<file path="config.mk">
export PLATFORM = sky130hd
export DESIGN_NAME = dma_ctrl_top
export DESIGN_NICKNAME = d
export VERILOG_FILES = /design/src/common/dma_pkg.sv /design/src/design/dma_prio_arb.sv /design/src/design/dma_req_sel.sv /design/src/design/dma_ctrl_top.sv
export SDC_FILE = /design/constraint.sdc
export NUM_CORES = 2
export LEC_CHECK = 0
export BUFFER_PORTS_ARGS = -buffer_cell sky130_fd_sc_hd__clkbuf_2
export CORE_MARGIN = 2
export CORE_UTILIZATION = 64
export DETAILED_ROUTE_END_ITERATION = 6
export PLACE_DENSITY = 0.87
export SLEW_MARGIN = 15
export SYNTH_ARGS = -nofsm -noshare
export SYNTH_HDL_FRONTEND = slang
export SYNTH_SLANG_ARGS = --single-unit
</file>
<file path="constraint.sdc">
create_clock -name sys_clk -period 22.6 [get_ports sys_clk]
set_input_delay 1.13 -clock sys_clk [delete_from_list [all_inputs] [get_ports sys_clk]]
set_output_delay 1.13 -clock sys_clk [all_outputs]
set_load 0.01 [all_outputs]
</file>
<file path="src/common/dma_pkg.sv">
package dma_pkg;
    localparam int N_CH   = 4;
    localparam int CH_W   = 2;
    localparam int CODE_W = 8;

    // Word index of a register inside one 32-byte channel window
    localparam logic [2:0] REG_CTRL = 3'h0;
    localparam logic [2:0] REG_SEL  = 3'h1;
    localparam logic [2:0] REG_STA  = 3'h2;
    localparam logic [2:0] REG_STB  = 3'h3;
    localparam logic [2:0] REG_PAD  = 3'h4;
    localparam logic [2:0] REG_CNT  = 3'h5;

    localparam logic [7:0] GLB_STAT  = 8'h80;
    localparam logic [7:0] GLB_MASK  = 8'h84;
    localparam logic [7:0] GLB_STATE = 8'h88;

    localparam logic [1:0] AM_INC = 2'h0;
    localparam logic [1:0] AM_FIX = 2'h1;
    localparam logic [1:0] AM_PIA = 2'h2;

    localparam logic [15:0] STEP_BYTE = 16'h0001;
    localparam logic [15:0] STEP_WORD = 16'h0002;

    localparam logic [7:0]  CTRL_RST = 8'h00;
    localparam logic [7:0]  SEL_RST  = 8'h00;
    localparam logic [15:0] ADDR_RST = 16'h0000;

    typedef enum logic [1:0] {ST_IDLE, ST_RD, ST_WR} eng_state_e;

    typedef struct packed {
        logic       force_go;
        logic       pingpong;
        logic       oneshot;
        logic [1:0] amode;
        logic       byte_sz;
        logic       dir;
        logic       en;
    } ch_ctrl_s;

    typedef struct packed {
        logic        valid;
        logic        we;
        logic        byte_sz;
        logic [15:0] addr;
        logic [15:0] wdata;
    } mem_req_s;
endpackage

</file>
<file path="src/design/dma_prio_arb.sv">
`timescale 1ns/10ps
module dma_prio_arb
#(
    parameter int N  = 4,  // Number of requesters
    parameter int IW = 2   // Index width
)
(
    input  wire logic [N-1:0]  req,     // Requests
    output logic      [IW-1:0] gnt_idx, // Winning index
    output logic               any      // Some request present
);
    always_comb begin
        gnt_idx = '0;
        for (int i = N - 1; i >= 0; i--) begin
            if (req[i]) begin
                gnt_idx = IW'(i);
            end
        end
        any = |req;
    end
endmodule

</file>
<file path="src/design/dma_req_sel.sv">
`timescale 1ns/10ps
module dma_req_sel
#(
    parameter int N_SRC  = 256, // Number of interrupt sources
    parameter int CODE_W = 8    // Width of the source code
)
(
    input  wire logic              sys_clk, // System clock
    input  wire logic              reset,   // Asynchronous reset
    input  wire logic [N_SRC-1:0]  src_i,   // Interrupt source levels
    input  wire logic [CODE_W-1:0] code_i,  // Selected source code
    output logic                   req_o    // Request pulse
);
    logic prev_r;
    logic prev_nxt;
    logic cur;

    always_comb begin
        cur      = src_i[code_i];
        prev_nxt = cur;
        req_o    = cur && !prev_r;
    end

    always_ff @(posedge sys_clk or posedge reset) begin
        if (reset) begin
            prev_r <= 1'b0;
        end else begin
            prev_r <= prev_nxt;
        end
    end
endmodule

</file>
<file path="src/design/dma_ctrl_top.sv">
// Implementation choices: register access over Wishbone and the address map.
`timescale 1ns/10ps
module dma_ctrl_top
#(
    parameter int N_SRC = 256, // Interrupt source count
    parameter int CNT_W = 14   // Block count width
)
(
    input  wire logic                             sys_clk,  // System clock, 125 MHz
    input  wire logic                             reset,    // Asynchronous reset
    input  wire logic [7:0]                       wb_adr_i, // Wishbone byte address
    input  wire logic [31:0]                      wb_dat_i, // Wishbone write data
    input  wire logic [3:0]                       wb_sel_i, // Wishbone byte lanes
    input  wire logic                             wb_we_i,  // Wishbone write
    input  wire logic                             wb_cyc_i, // Wishbone cycle
    input  wire logic                             wb_stb_i, // Wishbone strobe
    output logic [31:0]                           wb_dat_o, // Wishbone read data
    output logic                                  wb_ack_o, // Wishbone acknowledge
    input  wire logic [N_SRC-1:0]                 irq_src,  // Interrupt source levels
    input  wire logic [dma_pkg::N_CH-1:0][15:0]   pia_addr, // Peripheral supplied address
    output dma_pkg::mem_req_s                     dm_o,     // Data mover request
    input  wire logic                             dm_ack,   // Data mover beat done
    input  wire logic [15:0]                      dm_rdata, // Data mover read data
    output logic                                  irq       // Level interrupt to CPU
);
    import dma_pkg::*;

    logic                ack_r, ack_nxt, irq_r, irq_nxt;
    logic [31:0]         dat_r, dat_nxt, rd_val, wr_val;
    ch_ctrl_s            ctrl_r [N_CH];
    ch_ctrl_s            ctrl_nxt [N_CH];
    logic [CODE_W-1:0]   sel_r [N_CH];
    logic [CODE_W-1:0]   sel_nxt [N_CH];
    logic [15:0]         sta_r [N_CH];
    logic [15:0]         sta_nxt [N_CH];
    logic [15:0]         stb_r [N_CH];
    logic [15:0]         stb_nxt [N_CH];
    logic [15:0]         pad_r [N_CH];
    logic [15:0]         pad_nxt [N_CH];
    logic [15:0]         off_r [N_CH];
    logic [15:0]         off_nxt [N_CH];
    logic [CNT_W-1:0]    cnt_r [N_CH];
    logic [CNT_W-1:0]    cnt_nxt [N_CH];
    logic [CNT_W-1:0]    idx_r [N_CH];
    logic [CNT_W-1:0]    idx_nxt [N_CH];
    logic [N_CH-1:0]     pp_r, pp_nxt, pend_r, pend_nxt;
    logic [N_CH-1:0]     en_vec, run, req_evt, soft_go;
    logic [2*N_CH-1:0]   stat_r, stat_nxt, mask_r, mask_nxt;
    logic [CH_W-1:0]     cur_r, cur_nxt, gnt_idx, ach, a_ch;
    eng_state_e          st_r, st_nxt;
    mem_req_s            dm_r, dm_nxt;
    logic                any_run, blk_end, half_hit, stat_rd, wr_go, rd_go, a_glb;
    logic [2:0]          a_reg;
    logic [15:0]         mem_addr, src_addr, dst_addr, step;

    function automatic logic [31:0] wmerge(input logic [31:0] o, input logic [31:0] d,
                                           input logic [3:0] s);
        logic [31:0] r;
        r = o;
        for (int b = 0; b < 4; b++) begin
            if (s[b]) begin
                r[8*b +: 8] = d[8*b +: 8];
            end
        end
        return r;
    endfunction

    assign wb_ack_o = ack_r;
    assign wb_dat_o = dat_r;
    assign irq      = irq_r;
    assign dm_o     = dm_r;

    // any timer, external or peripheral source
    for (genvar g = 0; g < N_CH; g++) begin : g_sel
        dma_req_sel #(
            .N_SRC  (N_SRC),
            .CODE_W (CODE_W)
        ) u_sel (
            .sys_clk (sys_clk),
            .reset   (reset),
            .src_i   (irq_src),
            .code_i  (sel_r[g]),
            .req_o   (req_evt[g])
        );
    end

    dma_prio_arb #(
        .N  (N_CH),
        .IW (CH_W)
    ) u_arb (
        .req     (run),
        .gnt_idx (gnt_idx),
        .any     (any_run)
    );

    always_comb begin
        a_glb   = wb_adr_i[7];
        a_ch    = wb_adr_i[6:5];
        a_reg   = wb_adr_i[4:2];
        wr_go   = wb_cyc_i && wb_stb_i && wb_we_i && !ack_r;
        rd_go   = wb_cyc_i && wb_stb_i && !wb_we_i && !ack_r;
        stat_rd = rd_go && (wb_adr_i == GLB_STAT);
        for (int i = 0; i < N_CH; i++) begin
            en_vec[i] = ctrl_r[i].en;
        end
        run = pend_r & en_vec;
    end

    // Register read mux; unmapped addresses read as zero
    always_comb begin
        rd_val = '0;
        if (!a_glb) begin
            unique case (a_reg)
                REG_CTRL: rd_val = 32'(ctrl_r[a_ch]);
                REG_SEL:  rd_val = 32'(sel_r[a_ch]);
                REG_STA:  rd_val = 32'(sta_r[a_ch]);
                REG_STB:  rd_val = 32'(stb_r[a_ch]);
                REG_PAD:  rd_val = 32'(pad_r[a_ch]);
                REG_CNT:  rd_val = 32'(cnt_r[a_ch]);
                default:  rd_val = '0;
            endcase
        end else if (wb_adr_i == GLB_STAT) begin
            rd_val = 32'(stat_r);
        end else if (wb_adr_i == GLB_MASK) begin
            rd_val = 32'(mask_r);
        end else if (wb_adr_i == GLB_STATE) begin
            rd_val = 32'({pp_r, pend_r});
        end
    end

    // Register file and bus answer
    always_comb begin
        ctrl_nxt = ctrl_r;
        sel_nxt  = sel_r;
        sta_nxt  = sta_r;
        stb_nxt  = stb_r;
        pad_nxt  = pad_r;
        cnt_nxt  = cnt_r;
        mask_nxt = mask_r;
        soft_go  = '0;
        wr_val   = wmerge(rd_val, wb_dat_i, wb_sel_i);
        ack_nxt  = wb_cyc_i && wb_stb_i && !ack_r;
        dat_nxt  = rd_go ? rd_val : '0;
        irq_nxt  = |(stat_r & mask_r);
        if (blk_end && ctrl_r[cur_r].oneshot) begin
            ctrl_nxt[cur_r].en = 1'b0;
        end
        // A software write to the channel's REG_CTRL in the same cycle overrides the hardware disable
        if (wr_go && !a_glb) begin
            unique case (a_reg)
                REG_CTRL: begin
                    ctrl_nxt[a_ch]          = ch_ctrl_s'(wr_val[7:0]);
                    ctrl_nxt[a_ch].force_go = 1'b0;
                    soft_go[a_ch]           = wr_val[7] && wr_val[0];
                end
                REG_SEL:  sel_nxt[a_ch] = wr_val[CODE_W-1:0];
                REG_STA:  sta_nxt[a_ch] = wr_val[15:0];
                REG_STB:  stb_nxt[a_ch] = wr_val[15:0];
                REG_PAD:  pad_nxt[a_ch] = wr_val[15:0];
                REG_CNT:  cnt_nxt[a_ch] = wr_val[CNT_W-1:0];
                default: ;
            endcase
        end else if (wr_go && wb_adr_i == GLB_MASK) begin
            mask_nxt = wr_val[2*N_CH-1:0];
        end
    end

    // Address generation for the channel being served
    always_comb begin
        ach  = (st_r == ST_IDLE) ? gnt_idx : cur_r;
        step = ctrl_r[ach].byte_sz ? STEP_BYTE : STEP_WORD;
        mem_addr = pp_r[ach] ? stb_r[ach] : sta_r[ach];
        if (ctrl_r[ach].amode == AM_INC) begin
            mem_addr = mem_addr + off_r[ach];
        end
        if (ctrl_r[ach].amode == AM_PIA) begin
            mem_addr = pia_addr[ach];
        end
        src_addr = ctrl_r[ach].dir ? mem_addr : pad_r[ach];
        dst_addr = ctrl_r[ach].dir ? pad_r[ach] : mem_addr;
    end

    // Transfer engine
    always_comb begin
        st_nxt   = st_r;
        cur_nxt  = cur_r;
        idx_nxt  = idx_r;
        off_nxt  = off_r;
        pp_nxt   = pp_r;
        dm_nxt   = dm_r;
        stat_nxt = stat_r;
        blk_end  = 1'b0;
        half_hit = idx_r[cur_r] == (cnt_r[cur_r] >> 1);
        if (stat_rd) begin
            stat_nxt = '0;
        end
        pend_nxt = pend_r & en_vec;
        unique case (st_r)
            ST_IDLE: begin
                if (any_run) begin
                    cur_nxt        = gnt_idx;
                    st_nxt         = ST_RD;
                    dm_nxt.valid   = 1'b1;
                    dm_nxt.we      = 1'b0;
                    dm_nxt.byte_sz = ctrl_r[gnt_idx].byte_sz;
                    dm_nxt.addr    = src_addr;
                    dm_nxt.wdata   = '0;
                end
            end
            ST_RD: begin
                if (dm_ack) begin
                    st_nxt      = ST_WR;
                    dm_nxt.we   = 1'b1;
                    dm_nxt.addr = dst_addr;
                    // byte moves clear the upper lane
                    dm_nxt.wdata = ctrl_r[cur_r].byte_sz ? {8'h00, dm_rdata[7:0]} : dm_rdata;
                end
            end
            ST_WR: begin
                if (dm_ack) begin
                    st_nxt          = ST_IDLE;
                    dm_nxt.valid    = 1'b0;
                    dm_nxt.we       = 1'b0;
                    pend_nxt[cur_r] = 1'b0;
                    idx_nxt[cur_r]  = idx_r[cur_r] + CNT_W'(1);
                    if (ctrl_r[cur_r].amode == AM_INC) begin
                        off_nxt[cur_r] = off_r[cur_r] + step;
                    end
                    if (half_hit) begin
                        stat_nxt[N_CH + int'(cur_r)] = 1'b1;
                    end
                    if (idx_r[cur_r] == cnt_r[cur_r]) begin
                        blk_end         = 1'b1;
                        stat_nxt[cur_r] = 1'b1;
                        idx_nxt[cur_r]  = '0;
                        off_nxt[cur_r]  = '0;
                        if (ctrl_r[cur_r].pingpong) begin
                            pp_nxt[cur_r] = !pp_r[cur_r];
                        end
                    end
                end
            end
        endcase
        // soft start carries its own enable; a new request wins over the clear
        pend_nxt = pend_nxt | (req_evt & en_vec) | soft_go;
    end

    always_ff @(posedge sys_clk or posedge reset) begin
        if (reset) begin
            ack_r  <= 1'b0;
            dat_r  <= '0;
            irq_r  <= 1'b0;
            ctrl_r <= '{default: ch_ctrl_s'(CTRL_RST)};
            sel_r  <= '{default: SEL_RST};
            sta_r  <= '{default: ADDR_RST};
            stb_r  <= '{default: ADDR_RST};
            pad_r  <= '{default: ADDR_RST};
            cnt_r  <= '{default: '0};
            mask_r <= '0;
        end else begin
            ack_r  <= ack_nxt;
            dat_r  <= dat_nxt;
            irq_r  <= irq_nxt;
            ctrl_r <= ctrl_nxt;
            sel_r  <= sel_nxt;
            sta_r  <= sta_nxt;
            stb_r  <= stb_nxt;
            pad_r  <= pad_nxt;
            cnt_r  <= cnt_nxt;
            mask_r <= mask_nxt;
        end
    end

    always_ff @(posedge sys_clk or posedge reset) begin
        if (reset) begin
            st_r   <= ST_IDLE;
            cur_r  <= '0;
            idx_r  <= '{default: '0};
            off_r  <= '{default: '0};
            pp_r   <= '0;
            pend_r <= '0;
            dm_r   <= '0;
            stat_r <= '0;
        end else begin
            st_r   <= st_nxt;
            cur_r  <= cur_nxt;
            idx_r  <= idx_nxt;
            off_r  <= off_nxt;
            pp_r   <= pp_nxt;
            pend_r <= pend_nxt;
            dm_r   <= dm_nxt;
            stat_r <= stat_nxt;
        end
    end
endmodule

</file>
Word level (Yosys, flattened, before mapping)
Index checks and enable logic that the tools add are counted.

Memories kept: 0. Memory bits (writable): 0. Bits in latches: 0. Register bits after elaboration: 533. ROM bits: 0. Word-level logic and storage cells: 327. Input bits: 386.

Bitwise gates (word level): 19. Equal/unequal tests: 16. Div/mod/pow operators: 0. Add/subtract/negate cells: 4. Mux-type cells: 147. Reduce and logical (&&, ||, !) cells: 49. Order comparisons: 18. Multiply operators: 0. Shift operators: 0.

Operators by type and width (number): $mux 16 (25); $bmux 16 s2 (9); $bwmux 64 (4); $mux 64 (4); $mux 32 (6); $mux 8 (18); $bwmux 32 (4); $bwmux 56 (2); $mux 14 (8); $pmux 16 s6 (1); $bmux 14 s2 (3); $bmux 8 s2 (5); $and 64x64->64 (1); $demux 16 s2 (2); $not 64->64 (1); $pmux 32 s2 (1); $and 56x56->56 (1); $demux 14 s2 (2); $mux 56 (1); $not 56->56 (1); $demux 8 s2 (3); $lt 8x9->1 const B (4); $mux 35 (1); $bmux 1 s8 (4); 51 further kinds (142).

Logic depth before layout (Yosys ltp)
Depth in word-level cells: 18. Gate-level depth with buffers: 22. Mapped depth without buffers: 18.

Cells and area by module
From an unflattened synthesis, not the netlist that was laid out.

Cell total of the unflattened synthesis: 3319. Area, all modules: 36628.9 um^2.

By module, submodules not included: dma_ctrl_top (area each 27400.0 um^2, times used 1, cells an instance 2504, seq. area each 12812.3 um^2); dma_req_sel (area each 2298.5 um^2, times used 4, cells an instance 202, seq. area each 25.0 um^2); dma_prio_arb (area each 35.0 um^2, times used 1, cells an instance 7, seq. area each 0.0 um^2).

Least setup slack after synthesis
OpenSTA, ideal clock, no wires.

Kind: flip-flop to flip-flop. Start: reg st_r[1]. End: reg dm_r (netlist bit dm_o[30]). Arrival time: 4525 ps. Clock period less this slack: 4649 ps. Path slack: 17951 ps. Stages on the path, launching flop included: 21. Library setup time: 124 ps. Path through: dfrtp_1 > inv_1 > ha_1 > buf_2 > and2b_1 > a41oi_2 > buf_2 > buf_2 > buf_2 > buf_1 > a31oi_1 > ha_1 > fa_1 > a211oi_1 > o21ai_0 > a2111o_1 > a31oi_1 > o31a_1 > xor2_1 > o211a_1 > o21ai_1.

Longest elaborated chain between the ends: 13.

RTL lines: start, declared (line dma_ctrl_top.sv:50) `eng_state_e st_r, st_nxt;`; start signal, assigned (line dma_ctrl_top.sv:285) `st_r <= st_nxt;`; $logic_not 2->1 (line dma_ctrl_top.sv:170, dma_ctrl_top.sv:198); $mux 2 (line dma_ctrl_top.sv:170) `ach = (st_r == ST_IDLE) ? gnt_idx : cur_r;`; $not 2->3 (not written as such); $bmux 16 s2 (line dma_ctrl_top.sv:172) `mem_addr = pp_r[ach] ? stb_r[ach] : sta_r[ach];`; $mux 16 (not written as such) (2 in series) (line dma_ctrl_top.sv:172); $mux 16 (line dma_ctrl_top.sv:172); $add 16x16->16 (line dma_ctrl_top.sv:174) `mem_addr = mem_addr + off_r[ach];`; $mux 16 (line dma_ctrl_top.sv:173) `if (ctrl_r[ach].amode == AM_INC) begin`; $mux 16 (line dma_ctrl_top.sv:176) `if (ctrl_r[ach].amode == AM_PIA) begin`; $mux 16, on equally long branches (line dma_ctrl_top.sv:180, dma_ctrl_top.sv:179); $mux 32 / $mux 35 (equally long branches) (line dma_ctrl_top.sv:211, dma_ctrl_top.sv:200); $pmux 32 s2 (line dma_ctrl_top.sv:198) `unique case (st_r)`; end signal, assigned (line dma_ctrl_top.sv:291) `dm_r <= dm_nxt;`; end, declared (line dma_ctrl_top.sv:51) `mem_req_s dm_r, dm_nxt;`.

Parallel ways exist; a longest one is shown, timed or not. The select of a mux whose other input is x is not followed. A chain may end at the register's enable or synchronous reset.

Final worst setup path
Ends and elaborated chain as after synthesis.

==> Flow_metrics.wiki <==
{| class="wikitable"
! Metric !! Value
|-
| Maximum number of pins on one net before global-route repair || between 150 and 200
|-
| Vias per inst || between 7 and 8
|-
| Number of synthesized flops with an enable pin || 0
|-
| Seq/Total Area, Yosys || a little over a third
|-
| Root Buffer Master || sky130_fd_sc_hd__clkbuf_16
|-
| Starting density of the core || between 60% and 70%
|-
| Sum of routed wire length over all layers || roughly 120000 µm
|-
| Dpl cell area || around 0.038 mm²
|-
| Drt first-iter violations || 5439
|-
| Final Cycle Share || approximately 29%
|-
| FFs w/ async S/R, synth || 100%
|-
| Power consumption || around 3.1 mW
|-
| Clock transition time at the flip-flop clock pins of the worst setup and hold paths || about 0.07 ns
|-
| Result of the run || complete, but fails checks
|-
| Longest individual stage delay on the worst path || approximately 0.64 ns
|-
| Largest driver fanout on the critical path || between 50 and 60
|-
| Relative slew margins || 10.9%
|-
| Area share of fa/ha/maj cells after synthesis || 0.831%
|-
| Number of synthesized register bits || slightly above 500
|-
| Unrepaired setup endpoints after global routing || false
|-
| Compound-gate portion of the synthesized area || around an eighth
|-
| Wire length per cell after detailed routing || 28.2 µm
|-
| Transition time at the pin with the least slew margin || ~1.3 ns
|-
| Slowest cell on the critical path || sky130_fd_sc_hd__ha_1
|-
| DIE AREA || slightly below 0.06 mm²
|-
| Total DRC errors in the routed layout || 35
|-
| Main combinational cell family by area after synthesis || multiplexers
|-
| Peak clock frequency supported by timing || roughly 0.16 GHz
|-
| Number of port buffers || 420
|-
| Final layout net count || about 4000
|-
| Fin area || between 0.04 and 0.05 mm²
|-
| Worst vdd rail ir drop || around 0.1 mV
|-
| Area delta synth->final || 10.2%
|-
| Clock Path Buffers || 3
|-
| PD cells || 78.1 mW/mm²
|-
| Critical path's top delay family || compound AO/OA/AOI/OAI gates
|-
| Worst setup SP type || flop
|-
| Hold violation count in the final report || 0
|-
| Xor and xnor area share after synthesis || roughly 1.6%
|-
| Worst EP required || about 23 ns
|-
| Setup tns final || 0 ns
|-
| CTS Buf Count || 53
|-
| Failing checks || DRC
|-
| Vias in the first global route || approximately 32000
|-
| Final setup margin || 16.15 ns
|-
| WP data arrival || 6.96 ns
|-
| Time the final worst path needs with I/O delays and setup || 6.45 ns
|-
| Share of layout cells above drive strength 1 || 30.6%
|-
| Area fraction in and, or, nand and nor cells after synthesis || around an eighth
|-
| Path type of the worst min-delay path || reg -> reg
|-
| Horiz. Die Dim || 243 µm
|-
| Max cap viols || 0
|-
| Wire length of the first global-routing pass || between 150000 and 200000 µm
|-
| Cts repair resizes || 0
|-
| Overall global routing resource usage || approximately two fifths
|-
| # hold bufs at CTS || 0
|-
| Synth unique cells || between 80 and 90
|-
| Top Ports || 455
|-
| Buffer count from post-CTS setup fixing || 0
|-
| Number of antenna violations at the first check in global routing || 20
|-
| Syn Std Cell Area || ~0.036 mm²
|-
| Die Y || around 240 µm
|-
| Static leakage power || around 17 nW
|-
| CP Buf/Inv Count || 3
|-
| Clock latency reported for the late side of the worst-skew pair || around 0.64 ns
|-
| Crit path cell chain || inv_1 > ha_1 > o211ai_2 > buf_4 > nand2_4 > buf_4 > nand2_1 > and3_1 > a31oi_1 > ha_1 > a211oi_1 > o21ai_0 > a2111o_1 > a31oi_1 > o31a_1 > xor2_1 > o211a_1 > o21ai_1
|-
| Congestion Overflow GR || 0
|-
| TritonCTS sink count || a little over 500
|-
| Total vias in the final route || about 33000
|-
| Final setup vio count || 0
|-
| Number of iterations in the first detailed-routing pass || 7
|-
| TritonCTS clock tree || yes
|-
| Placeable core area || 0.0563 mm²
|-
| Post-detailed-placement half-perimeter wirelength || roughly 82000 µm
|-
| Antenna viol nets, final || 0
|-
| Synthesized instance count || 3368
|-
| Post-synth top flop || sky130_fd_sc_hd__dfrtp_1
|-
| Type of element capturing the critical path || flop
|-
| CTS HTree Levels || 2
|-
| Critical path class || reg -> reg
|-
| Syn_area_per_cell || 10.8 µm²
|-
| Synth warnings || 0
|-
| Number of pins exceeding their max-slew limit in the final report || 0
|-
| Worst slack at placement || between 15 and 20 ns
|-
| Fraction of synthesized area in multiplexers || between 30% and 40%
|-
| RD Place Congestion || 0.997
|-
| Worst-case clock skew || 0.0307 ns
|-
| Number of rows in the core area || slightly below 90
|}
## cell usage in the layout, fill, tap and decap left out, types with 19 or more instances in the layout
cell                        count
sky130_fd_sc_hd__a211oi_1      48
sky130_fd_sc_hd__a21oi_1       49
sky130_fd_sc_hd__a22oi_1       32
sky130_fd_sc_hd__a31oi_1       53
sky130_fd_sc_hd__and2_1        19
sky130_fd_sc_hd__and3_1        56
sky130_fd_sc_hd__buf_4         59
sky130_fd_sc_hd__clkbuf_16     53
sky130_fd_sc_hd__clkbuf_2     418
sky130_fd_sc_hd__dfrtp_1      505
sky130_fd_sc_hd__diode_2       21
sky130_fd_sc_hd__ha_1          21
sky130_fd_sc_hd__mux2_2        56
sky130_fd_sc_hd__mux2i_1       58
sky130_fd_sc_hd__mux4_2       434
sky130_fd_sc_hd__nand2_1      728
sky130_fd_sc_hd__nand2b_1      22
sky130_fd_sc_hd__nand3_1       64
sky130_fd_sc_hd__nor2_1        85
sky130_fd_sc_hd__nor2b_1       31
sky130_fd_sc_hd__o211ai_1      20
sky130_fd_sc_hd__o21ai_0      378
sky130_fd_sc_hd__o21ai_1       87
sky130_fd_sc_hd__xnor2_1       24
sky130_fd_sc_hd__xor2_1        41
## layout make-up
class / instances / area (µm²)
diodes: 21 / 52.6
clock buffers: 81 / 1600
repair buffers: 478 / 2550
multi-input cells: 2531 / 21800
fillers: 3718 / 16100
well taps: 756 / 946
inverters: 15 / 63.8
clock inverters: 18 / 196
flip-flops and latches: 516 / 12900
## per-layer routing
| metal | up-vias | global-route usage [%] | share of wire (%) |
|---|---|---|---|
| li1 | 13200 | - | - |
| met1 | 15700 | 51.8 | 31 |
| met5 | - | 0 | 0.056 |
| met2 | 3190 | 62.9 | 45 |
| met3 | 860 | 13.9 | 15 |
| met4 | 8 | 28.3 | 8.9 |
## cell usage after synthesis (53+ instances only)
| cell type | n | area share (%) |
|---|---|---|
| sky130_fd_sc_hd__a21oi_1 | 53 | 0.73 |
| sky130_fd_sc_hd__a31oi_1 | 53 | 0.91 |
| sky130_fd_sc_hd__and3_1 | 56 | 0.96 |
| sky130_fd_sc_hd__buf_2 | 61 | 0.84 |
| sky130_fd_sc_hd__clkbuf_1 | 137 | 1.4 |
| sky130_fd_sc_hd__dfrtp_1 | 516 | 35 |
| sky130_fd_sc_hd__mux2_2 | 56 | 1.7 |
| sky130_fd_sc_hd__mux2i_1 | 58 | 1.6 |
| sky130_fd_sc_hd__mux4_2 | 434 | 27 |
| sky130_fd_sc_hd__nand2_1 | 728 | 7.5 |
| sky130_fd_sc_hd__nand3_1 | 64 | 0.88 |
| sky130_fd_sc_hd__nor2_1 | 85 | 0.88 |
| sky130_fd_sc_hd__o21ai_0 | 378 | 5.2 |
| sky130_fd_sc_hd__o21ai_1 | 87 | 1.2 |
## final timing paths
check                                 end  cells past startpoint  startpoint  slack [ns]
max in group asynchronous       sta_r[16]                      4       reset       19.53
worst min register to register       flop                      2        flop        0.48
worst min-delay path                 flop                      2        flop        0.48
worst max register to register   dm_o[30]                     18     st_r[1]       16.15
min in group asynchronous       async pin                      2       reset        0.73
worst max-delay path             dm_o[30]                     18     st_r[1]       16.15
## through the flow
stage | std cells | hold WS [ns] | util, %
after floorplan | 3383 | 0.444 | -
after global placement | 4296 | 0.456 | 68.0
after detailed placement | 4296 | 0.466 | 68.0
after CTS | 4395 | 0.482 | 71.2
after global routing | 4412 | 0.495 | 71.3
final | 4416 | 0.478 | 71.3
## worst reg2reg max path, delay by kind of cell (launching register included)
kind | cells | cell delay (ns)
xor+xnor | 1 | 0.16
compound gates | 9 | 2.75
buf+inv | 3 | 1.11
simple gates | 3 | 0.89
fa+ha+maj | 2 | 1.05
flops | 1 | 0.42
## cell families (layout without fill, tap and decap cells)
logic type | after synthesis | after routing
AO/OA/AOI/OAI | 787 | 787
AND/OR/NAND/NOR | 1072 | 1072
multiplexers | 568 | 568
XOR/XNOR | 65 | 65
other | 1 | 37
buffers and inverters | 336 | 592
flip-flops | 516 | 516
adder cells (fa/ha/maj) | 23 | 23
## power by group
group / switching (mW) / internal [mW] / total (mW)
logic: 0.772 / 0.433 / 1.21
clock network: 0.393 / 0.514 / 0.907
registers: 0.0448 / 0.977 / 1.02
total: 1.21 / 1.92 / 3.13
No activity file was read; power rests on OpenSTA's default activity.
